**src/verilog/edge_irq_pkg.sv**
```systemverilog
package edge_irq_pkg;

   // ----------------------------------------------------------------
   // sizes
   // ----------------------------------------------------------------
   localparam int GROUPS = 6;
   localparam int LABEL_W = 16;
   localparam int ADDR_W = 8;
   localparam int DATA_W = 32;

   // ----------------------------------------------------------------
   // register offsets (byte addresses)
   // ----------------------------------------------------------------
   localparam logic [7:0] OFS_CTRL = 8'h00;
   localparam logic [7:0] OFS_ROLE = 8'h04;
   localparam logic [7:0] OFS_TRIG = 8'h08;
   localparam logic [7:0] OFS_EN_SET = 8'h0C;
   localparam logic [7:0] OFS_EN_CLR = 8'h10;
   localparam logic [7:0] OFS_EN_FLAGS = 8'h14;
   localparam logic [7:0] OFS_IRQ_STATUS = 8'h18;
   localparam logic [7:0] OFS_IRQ_MASK = 8'h1C;
   localparam logic [7:0] OFS_NORMAL_IN = 8'h20;
   localparam logic [7:0] OFS_CMD = 8'h24;
   localparam logic [7:0] OFS_HANDLER = 8'h28;
   localparam logic [7:0] OFS_PENDING = 8'h2C;
   localparam logic [7:0] OFS_LABEL0 = 8'h30;

   // ----------------------------------------------------------------
   // field positions
   // ----------------------------------------------------------------
   localparam int CTRL_RUN_BIT = 0;
   localparam int CTRL_LADDER_BIT = 1;
   localparam int CTRL_LOAD_BIT = 2;
   localparam int CMD_END_SCAN_BIT = 0;
   localparam int CMD_DONE_BIT = 1;
   localparam int HANDLER_BUSY_BIT = 31;
   localparam int HANDLER_GROUP_POS = 16;

   // ----------------------------------------------------------------
   // reset values and allowed-group masks
   // ----------------------------------------------------------------
   localparam logic [5:0] RST_ENABLED = 6'h3F;
   localparam logic [5:0] RST_MASK = 6'h00;
   localparam logic [15:0] RST_LABEL = 16'h0000;
   localparam logic [5:0] LARGE_ALLOWED = 6'h3F;
   localparam logic [5:0] SMALL_ALLOWED = 6'h0F;

   // ----------------------------------------------------------------
   // encodings
   // ----------------------------------------------------------------
   typedef enum logic [1:0] {
      ROLE_NORMAL = 2'h0,
      ROLE_IRQ = 2'h1,
      ROLE_COUNTER = 2'h2,
      ROLE_CATCH = 2'h3
   } role_type;

   typedef enum logic [1:0] {
      TRIG_RISE = 2'h0,
      TRIG_FALL = 2'h1,
      TRIG_BOTH = 2'h2
   } trig_type;

   typedef struct packed {
      role_type role;
      trig_type trig;
   } group_cfg_type;

   typedef struct packed {
      logic busy;
      logic [2:0] group;
      logic [15:0] label;
   } handler_type;

endpackage

```
**src/verilog/edge_interrupt_input_unit.sv**
```systemverilog
// How it works
// - each of the six inputs can raise an interrupt on its transition
// - per input the edge is rising, falling or both
// - a serviced interrupt jumps to that group's own label register
// - each group has one role: interrupt, normal, counter or catch
// - normal inputs are sampled only at end-of-scan
// - the small variant cannot use groups five and six as interrupts
// - interrupts only work when the ladder language is selected
// - interrupts enabled by default; individually disabled and re-enabled
// - a per-group flag shows the interrupt is enabled
// - simultaneous requests are served lowest group first
// - a request during a handler waits until the handler completes
//
// Implementation choices: the register addresses and register access over Avalon-MM.
`timescale 1ns/1ns
module edge_interrupt_input_unit #(
   parameter bit LARGE_VARIANT = 1'b1
) (
   input wire logic sys_clk,
   input wire logic rst,
   input wire logic [edge_irq_pkg::ADDR_W-1:0] address,
   input wire logic read,
   input wire logic write,
   input wire logic [edge_irq_pkg::DATA_W-1:0] writedata,
   input wire logic [3:0] byteenable,
   output logic [edge_irq_pkg::DATA_W-1:0] readdata,
   output logic waitrequest,
   input wire logic [edge_irq_pkg::GROUPS-1:0] ext_input,
   output logic [edge_irq_pkg::GROUPS-1:0] normal_in,
   output logic handler_start,
   output edge_irq_pkg::handler_type handler,
   output logic irq
);
   import edge_irq_pkg::*;

   typedef enum logic [0:0] {
      DISP_IDLE = 1'b0,
      DISP_RUN = 1'b1
   } disp_type;

   // ----------------------------------------------------------------
   // helpers
   // ----------------------------------------------------------------
   function automatic logic [GROUPS-1:0] role_mask(
      input group_cfg_type [GROUPS-1:0] c,
      input role_type r
   );
      logic [GROUPS-1:0] m;
      m = '0;
      for (int i = 0; i < GROUPS; i++) begin
         m[i] = (c[i].role == r);
      end
      return m;
   endfunction

   function automatic logic [31:0] merge_be(
      input logic [31:0] old,
      input logic [31:0] wd,
      input logic [3:0] be
   );
      logic [31:0] r;
      r = old;
      for (int i = 0; i < 4; i++) begin
         if (be[i]) begin
            r[i*8 +: 8] = wd[i*8 +: 8];
         end
      end
      return r;
   endfunction

   // ----------------------------------------------------------------
   // state
   // ----------------------------------------------------------------
   logic ack;
   logic run;
   logic ladder;
   group_cfg_type [GROUPS-1:0] staged_cfg;
   group_cfg_type [GROUPS-1:0] active_cfg;
   logic [GROUPS-1:0] enabled;
   logic [GROUPS-1:0] irq_status;
   logic [GROUPS-1:0] irq_mask;
   logic [GROUPS-1:0] pending;
   logic [LABEL_W-1:0] label_reg [GROUPS];
   disp_type disp;

   logic [GROUPS-1:0] level;
   logic [GROUPS-1:0] pulse;

   // ----------------------------------------------------------------
   // bus decode
   // ----------------------------------------------------------------
   // one wait state: request seen, answered on the following edge
   wire access = read | write;
   assign waitrequest = access & ~ack;
   wire wr_go = write & ack;
   wire rd_take = read & ~ack;

   wire hit_ctrl = (address == OFS_CTRL);
   wire hit_role = (address == OFS_ROLE);
   wire hit_trig = (address == OFS_TRIG);
   wire hit_en_set = (address == OFS_EN_SET);
   wire hit_en_clr = (address == OFS_EN_CLR);
   wire hit_status = (address == OFS_IRQ_STATUS);
   wire hit_mask = (address == OFS_IRQ_MASK);
   wire hit_cmd = (address == OFS_CMD);
   wire [7:0] label_ofs = address - OFS_LABEL0;
   wire hit_label = (address >= OFS_LABEL0) && (label_ofs < 8'(GROUPS * 4))
                    && (address[1:0] == 2'b00);
   wire [2:0] label_idx = label_ofs[4:2];

   wire [31:0] wd_ctrl = merge_be({30'h0, ladder, run}, writedata, byteenable);
   wire [31:0] wd_role = merge_be(32'h0, writedata, byteenable);
   wire [31:0] wd_lo = merge_be(32'h0, writedata, byteenable);
   wire [31:0] wd_label = merge_be({16'h0, label_reg[label_idx]}, writedata,
                                   byteenable);

   wire do_ctrl = wr_go & hit_ctrl;
   wire do_load = do_ctrl & wd_ctrl[CTRL_LOAD_BIT];
   wire do_end_scan = wr_go & hit_cmd & wd_lo[CMD_END_SCAN_BIT];
   wire do_done = wr_go & hit_cmd & wd_lo[CMD_DONE_BIT];

   // ----------------------------------------------------------------
   // eligibility
   // ----------------------------------------------------------------
   wire [GROUPS-1:0] allowed = LARGE_VARIANT ? LARGE_ALLOWED : SMALL_ALLOWED;
   wire [GROUPS-1:0] irq_role = role_mask(active_cfg, ROLE_IRQ) & allowed;
   wire [GROUPS-1:0] normal_role = role_mask(active_cfg, ROLE_NORMAL);
   wire irq_on = run & ladder;
   wire [GROUPS-1:0] en_flags = enabled & irq_role & {GROUPS{irq_on}};
   wire [GROUPS-1:0] request = pulse & en_flags;

   // lowest group wins
   wire [GROUPS-1:0] grant = pending & (~pending + 6'h01);
   logic [2:0] grant_idx;
   always_comb begin
      grant_idx = 3'h0;
      for (int i = GROUPS - 1; i >= 0; i--) begin
         if (grant[i]) begin
            grant_idx = 3'(i);
         end
      end
   end
   wire dispatch = (disp == DISP_IDLE) && (pending != '0);
   wire [GROUPS-1:0] taken = dispatch ? grant : '0;

   // ----------------------------------------------------------------
   // read mux
   // ----------------------------------------------------------------
   logic [31:0] rd_mux;
   always_comb begin
      rd_mux = 32'h0;
      if (hit_ctrl) begin
         rd_mux = {30'h0, ladder, run};
      end else if (hit_role) begin
         for (int i = 0; i < GROUPS; i++) begin
            rd_mux[i*2 +: 2] = staged_cfg[i].role;
         end
      end else if (hit_trig) begin
         for (int i = 0; i < GROUPS; i++) begin
            rd_mux[i*2 +: 2] = staged_cfg[i].trig;
         end
      end else if (address == OFS_EN_FLAGS) begin
         rd_mux = {26'h0, en_flags};
      end else if (hit_status) begin
         rd_mux = {26'h0, irq_status};
      end else if (hit_mask) begin
         rd_mux = {26'h0, irq_mask};
      end else if (address == OFS_NORMAL_IN) begin
         rd_mux = {26'h0, normal_in};
      end else if (address == OFS_HANDLER) begin
         rd_mux[HANDLER_BUSY_BIT] = handler.busy;
         rd_mux[HANDLER_GROUP_POS +: 3] = handler.group;
         rd_mux[LABEL_W-1:0] = handler.label;
      end else if (address == OFS_PENDING) begin
         rd_mux = {26'h0, pending};
      end else if (hit_label) begin
         rd_mux = {16'h0, label_reg[label_idx]};
      end
   end

   // ----------------------------------------------------------------
   // bus handshake and read data
   // ----------------------------------------------------------------
   always_ff @(posedge sys_clk) begin
      if (rst) begin
         ack <= 1'b0;
         readdata <= 32'h0;
      end else begin
         ack <= access & ~ack;
         if (rd_take) begin
            readdata <= rd_mux;
         end
      end
   end

   // ----------------------------------------------------------------
   // control and configuration
   // ----------------------------------------------------------------
   always_ff @(posedge sys_clk) begin
      if (rst) begin
         run <= 1'b0;
         ladder <= 1'b0;
      end else if (do_ctrl) begin
         run <= wd_ctrl[CTRL_RUN_BIT];
         ladder <= wd_ctrl[CTRL_LADDER_BIT];
      end
   end

   // settings are staged; they only reach the logic on a program load
   always_ff @(posedge sys_clk) begin
      if (rst) begin
         staged_cfg <= '0;
         active_cfg <= '0;
      end else begin
         for (int i = 0; i < GROUPS; i++) begin
            if (wr_go && hit_role) begin
               staged_cfg[i].role <= role_type'(wd_role[i*2 +: 2]);
            end
            if (wr_go && hit_trig) begin
               staged_cfg[i].trig <= trig_type'(wd_role[i*2 +: 2]);
            end
         end
         if (do_load) begin
            active_cfg <= staged_cfg;
         end
      end
   end

   // ----------------------------------------------------------------
   // enable flags, set and clear instructions
   // ----------------------------------------------------------------
   always_ff @(posedge sys_clk) begin
      if (rst) begin
         enabled <= RST_ENABLED;
      end else if (do_load) begin
         enabled <= RST_ENABLED;
      end else if (wr_go && hit_en_set) begin
         enabled <= enabled | wd_lo[GROUPS-1:0];
      end else if (wr_go && hit_en_clr) begin
         enabled <= enabled & ~wd_lo[GROUPS-1:0];
      end
   end

   // ----------------------------------------------------------------
   // labels
   // ----------------------------------------------------------------
   always_ff @(posedge sys_clk) begin
      if (rst) begin
         for (int i = 0; i < GROUPS; i++) begin
            label_reg[i] <= RST_LABEL;
         end
      end else if (wr_go && hit_label) begin
         label_reg[label_idx] <= wd_label[LABEL_W-1:0];
      end
   end

   // ----------------------------------------------------------------
   // normal inputs
   // ----------------------------------------------------------------
   always_ff @(posedge sys_clk) begin
      if (rst) begin
         normal_in <= '0;
      end else if (do_end_scan) begin
         normal_in <= level & normal_role;
      end
   end

   // ----------------------------------------------------------------
   // pending requests and dispatch
   // ----------------------------------------------------------------
   // a new edge in the same cycle as the grant of that group stays pending
   wire [GROUPS-1:0] next_pending = (pending & ~taken) | request;

   always_ff @(posedge sys_clk) begin
      if (rst) begin
         pending <= '0;
      end else if (!irq_on) begin
         pending <= '0;
      end else begin
         pending <= next_pending;
      end
   end

   always_ff @(posedge sys_clk) begin
      if (rst) begin
         disp <= DISP_IDLE;
         handler <= '0;
         handler_start <= 1'b0;
      end else begin
         handler_start <= 1'b0;
         unique case (disp)
            DISP_IDLE: begin
               if (dispatch) begin
                  disp <= DISP_RUN;
                  handler.busy <= 1'b1;
                  handler.group <= grant_idx;
                  handler.label <= label_reg[grant_idx];
                  handler_start <= 1'b1;
               end
            end
            DISP_RUN: begin
               // handlers never overlap; wait for completion
               if (do_done) begin
                  disp <= DISP_IDLE;
                  handler.busy <= 1'b0;
               end
            end
         endcase
      end
   end

   // ----------------------------------------------------------------
   // sticky event status, mask and interrupt line
   // ----------------------------------------------------------------
   wire [GROUPS-1:0] status_clr = (wr_go && hit_status) ? wd_lo[GROUPS-1:0] : '0;

   always_ff @(posedge sys_clk) begin
      if (rst) begin
         irq_status <= '0;
         irq_mask <= RST_MASK;
      end else begin
         irq_status <= (irq_status & ~status_clr) | request;
         if (wr_go && hit_mask) begin
            irq_mask <= wd_lo[GROUPS-1:0];
         end
      end
   end

   assign irq = |(irq_status & irq_mask);

   // ----------------------------------------------------------------
   // input edge detection
   // ----------------------------------------------------------------
   edge_detect_unit #(
      .N(GROUPS)
   ) u_edges (
      .sys_clk(sys_clk),
      .rst(rst),
      .din(ext_input),
      .cfg(active_cfg),
      .level(level),
      .pulse(pulse)
   );

endmodule

```
**src/verilog/edge_detect_unit.sv**
```systemverilog
`timescale 1ns/1ns
module edge_detect_unit #(
   parameter int N = 6
) (
   input wire logic sys_clk,
   input wire logic rst,
   input wire logic [N-1:0] din,
   input edge_irq_pkg::group_cfg_type [N-1:0] cfg,
   output logic [N-1:0] level,
   output logic [N-1:0] pulse
);
   import edge_irq_pkg::*;

   logic [N-1:0] meta;
   logic [N-1:0] sync;
   logic [N-1:0] prev;

   // ----------------------------------------------------------------
   // synchroniser and compare of consecutive samples
   // ----------------------------------------------------------------
   always_ff @(posedge sys_clk) begin
      if (rst) begin
         meta <= '0;
         sync <= '0;
         prev <= '0;
      end else begin
         meta <= din;
         sync <= meta;
         prev <= sync;
      end
   end

   assign level = sync;

   genvar g;
   generate
      for (g = 0; g < N; g++) begin : gen_edge
         wire rise = sync[g] & ~prev[g];
         wire fall = ~sync[g] & prev[g];
         // one pulse per selected transition
         assign pulse[g] = (cfg[g].trig == TRIG_RISE) ? rise :
                           (cfg[g].trig == TRIG_FALL) ? fall :
                           (cfg[g].trig == TRIG_BOTH) ? (rise | fall) : 1'b0;
      end
   endgenerate

endmodule

```
**config.mk**
```make
export PLATFORM = sky130hd
export DESIGN_NAME = edge_interrupt_input_unit
export DESIGN_NICKNAME = d
export VERILOG_FILES = /design/src/verilog/edge_irq_pkg.sv /design/src/verilog/edge_interrupt_input_unit.sv /design/src/verilog/edge_detect_unit.sv
export SDC_FILE = /design/constraint.sdc
export NUM_CORES = 1
export LEC_CHECK = 0
export ABC_AREA = 1
export BUFFER_PORTS_ARGS = -buffer_cell sky130_fd_sc_hd__buf_4
export CAP_MARGIN = 10
export CORE_MARGIN = 1
export CORE_UTILIZATION = 32
export DETAILED_ROUTE_END_ITERATION = 8
export HOLD_SLACK_MARGIN = 0.12
export PLACE_DENSITY = 0.54
export REMOVE_ABC_BUFFERS = 1
export SYNTH_ARGS = -nofsm -noshare
export SYNTH_HDL_FRONTEND = slang
export SYNTH_SLANG_ARGS = --single-unit
```
**constraint.sdc**
```tcl
create_clock -name sys_clk -period 7.95 [get_ports sys_clk]
set_clock_uncertainty 0.2 [all_clocks]
set_input_delay 2.385 -clock sys_clk [delete_from_list [all_inputs] [get_ports sys_clk]]
set_output_delay 2.385 -clock sys_clk [all_outputs]
set_load 0.05 [all_outputs]
```
==> reports/results.txt <==
Prevailing post-synth register cell: dfxtp_1
Maximum clock insertion buffer count: 3
Mean routed wirelength per cell: 19.4 µm
IO buf count: 84
Crit Path Max Fanout: 27
Clock insertion delay at the later pin of the skew report: 0.52 ns
Status: finished clean
Vias in the first global route: 10800
Max-slew headroom: 26.3%
Remaining global-route overflow: 0
First-pass DRT Iterations: 8
Worst-margin pin slew: 1.10 ns
Startpoint class of the critical path: input pin
Clk slew on worst S/H paths: 0.05 ns
DRT iter0 DRCs: 997
Syn. warnings: 0
Worst Hold Class: flip-flop to flip-flop
Worst R2R Start: pending[4]
Count leader, synth: nand2_1
Setup bufs post-CTS: 0
Final Slew Violations: 0
Leakage power: 6.09 nW
Total chip power: 3.17 mW
Setup slack after layout: 2.24 ns
Share of cells above drive strength 1: 12.3%
Setup-failing EPs final: 0
CP required: 7.92 ns
CP Capture Type: flip-flop
Initial antenna violation count: 0
Core area: 0.0397 mm²
Synth top area share: 29.8%
Maxcap violations: 0
Post-Route WL: 42900 µm
Die area: 0.0411 mm²
Htree depth: 2
Post-CTS sizing: 0
Mapped Area: 0.0129 mm²
RSZ-0062 raised after global routing: no
Clock sinks: 269
Routed via count: 11500
Cell taking the most area after synthesis: edfxtp_1
Layout net count: 1733
Final period util: 71.8%
Hold-fix buffers at CTS: 0
Crit path cell chain: buf_4 > inv_1 > ha_1 > inv_1 > nand2_1 > nor2_1 > nand3_1 > nor3_2 > inv_2 > nor2_2 > nor3b_2 > buf_4
Register bit count reported by yosys: 269
Synthesis-to-layout area growth: 16.5%
Final min period: 5.71 ns
Number of CTS-inserted buffers: 34
CP bufs+invs: 5
Largest net degree at the start of global routing: 75
Die span in y: 203 µm
Mapped Avg Cell Area: 8.04 µm²
Hold path startpoint: u_edges.meta[1]
Fin. Hold Viols: 0
CP peak stage delay: 0.55 ns
Post-synth EDFFs: 128
Largest register FFs: 128
CP startpoint: address[4]
Initial core utilization: 32.5%
Post-DRT Antenna Nets: 0
Pre-CTS setup slack: 1.81 ns
Synth top area cells: edfxtp_1 (30%), dfxtp_1 (22%), nand2_1 (9.4%)
FFs w/ async S/R, synth: 0%
CTS root buffer: clkbuf_16
IO Pins: 115
Rows: 73
VDD IR max: 0.000118 V
DP HPWL: 27800 µm
Finished Core Util: 37.8%
GP Congestion: 0.878
Worst path slowest cell: nor3b_2
Fmax: 175 MHz
CP Class: input pin to flip-flop
Crit path DAT: 5.68 ns
Register area share after synthesis: 51.7%
Cell variety after synth: 49
Top delay family on crit path: buffers and inverters
DRC: 0
Setup TNS: 0 ns
CTS tree: built
Antenna cells: 0
Overall Global Routing Usage: 20.7%
Power per standard cell area: 211 mW/mm²
Synth Instances: 1604
Post-synth top cells: nand2_1 (322), nor2_1 (250), inv_1 (145)
Die extent in x: 203 µm
Global-route wire length before repair: 64700 µm
Via density: 5.21
## metal layers
layer / vias up / GRT usage [%] / part of all wire, %
li1: 5484 / - / -
met1: 5479 / 28.2 / 44
met2: 474 / 33.1 / 45
met3: 92 / 2.89 / 7.2
met4: 0 / 7.87 / 3.2
met5: - / 0 / 0
## placed cells by master, fill, tap and decap left out, types with 6 or more instances in the layout
cell / n
a211oi_1: 11
nand3_1: 24
inv_1: 144
dfxtp_1: 141
o211ai_1: 13
o21ai_1: 41
nor2_1: 246
nor3_1: 6
o21ai_0: 111
conb_1: 12
a31oi_1: 8
inv_2: 24
clkbuf_1: 11
o31ai_1: 8
a21boi_1: 6
o22ai_1: 60
ha_1: 17
edfxtp_1: 128
a21oi_1: 135
nor2_2: 12
nand2_1: 321
clkbuf_16: 34
buf_4: 103
## area by class of cell
type	instances	area, µm²
Fill cell	4088	24700
Sequential cell	269	6670
Multi-Input combinational cell	1085	5220
Clock buffer	47	920
Timing Repair Buffer	103	773
Tap cell	525	657
Inverter	169	634
Clock inverter	13	143
## metrics by stage
step | hold slack [ns] | std cells | cell area (µm²)
floorplan | 0.188 | 1523 | 12500
global route | 0.216 | 2211 | 15000
CTS | 0.204 | 2211 | 15000
detailed placement | 0.197 | 2151 | 14000
finish | 0.200 | 2211 | 15000
global placement | 0.190 | 2151 | 14000
## tightest hold or removal path, stage by stage, from the launching register on
cell	delay, ns
dfxtp_1	0.29
inv_1	0.04
nor2_1	0.03
## report_power, final
| group | switching [mW] | internal (mW) |
|---|---|---|
| Clock | 0.598 | 0.881 |
| Combinational | 0.156 | 0.0552 |
| Sequential | 0.0112 | 1.47 |
## worst paths after layout
path                                    endpoint  slack (ns)  cells past startpoint
worst min register to register  u_edges.level[1]        0.20                      2
worst max-delay path             label_reg[5][3]        2.24                     12
worst min-delay path            u_edges.level[1]        0.20                      2
worst max register to register       handler[15]        4.73                     12
## kinds of logic after synthesis
group	Yosys count	synth area share, %
compound gates	416	18.3
other cells	1	0.0291
fa+ha+maj	17	1.65
buf+inv	261	8.33
simple gates	640	20.0
flops	269	51.7
Note: power is estimated with default switching activity, not from simulation.
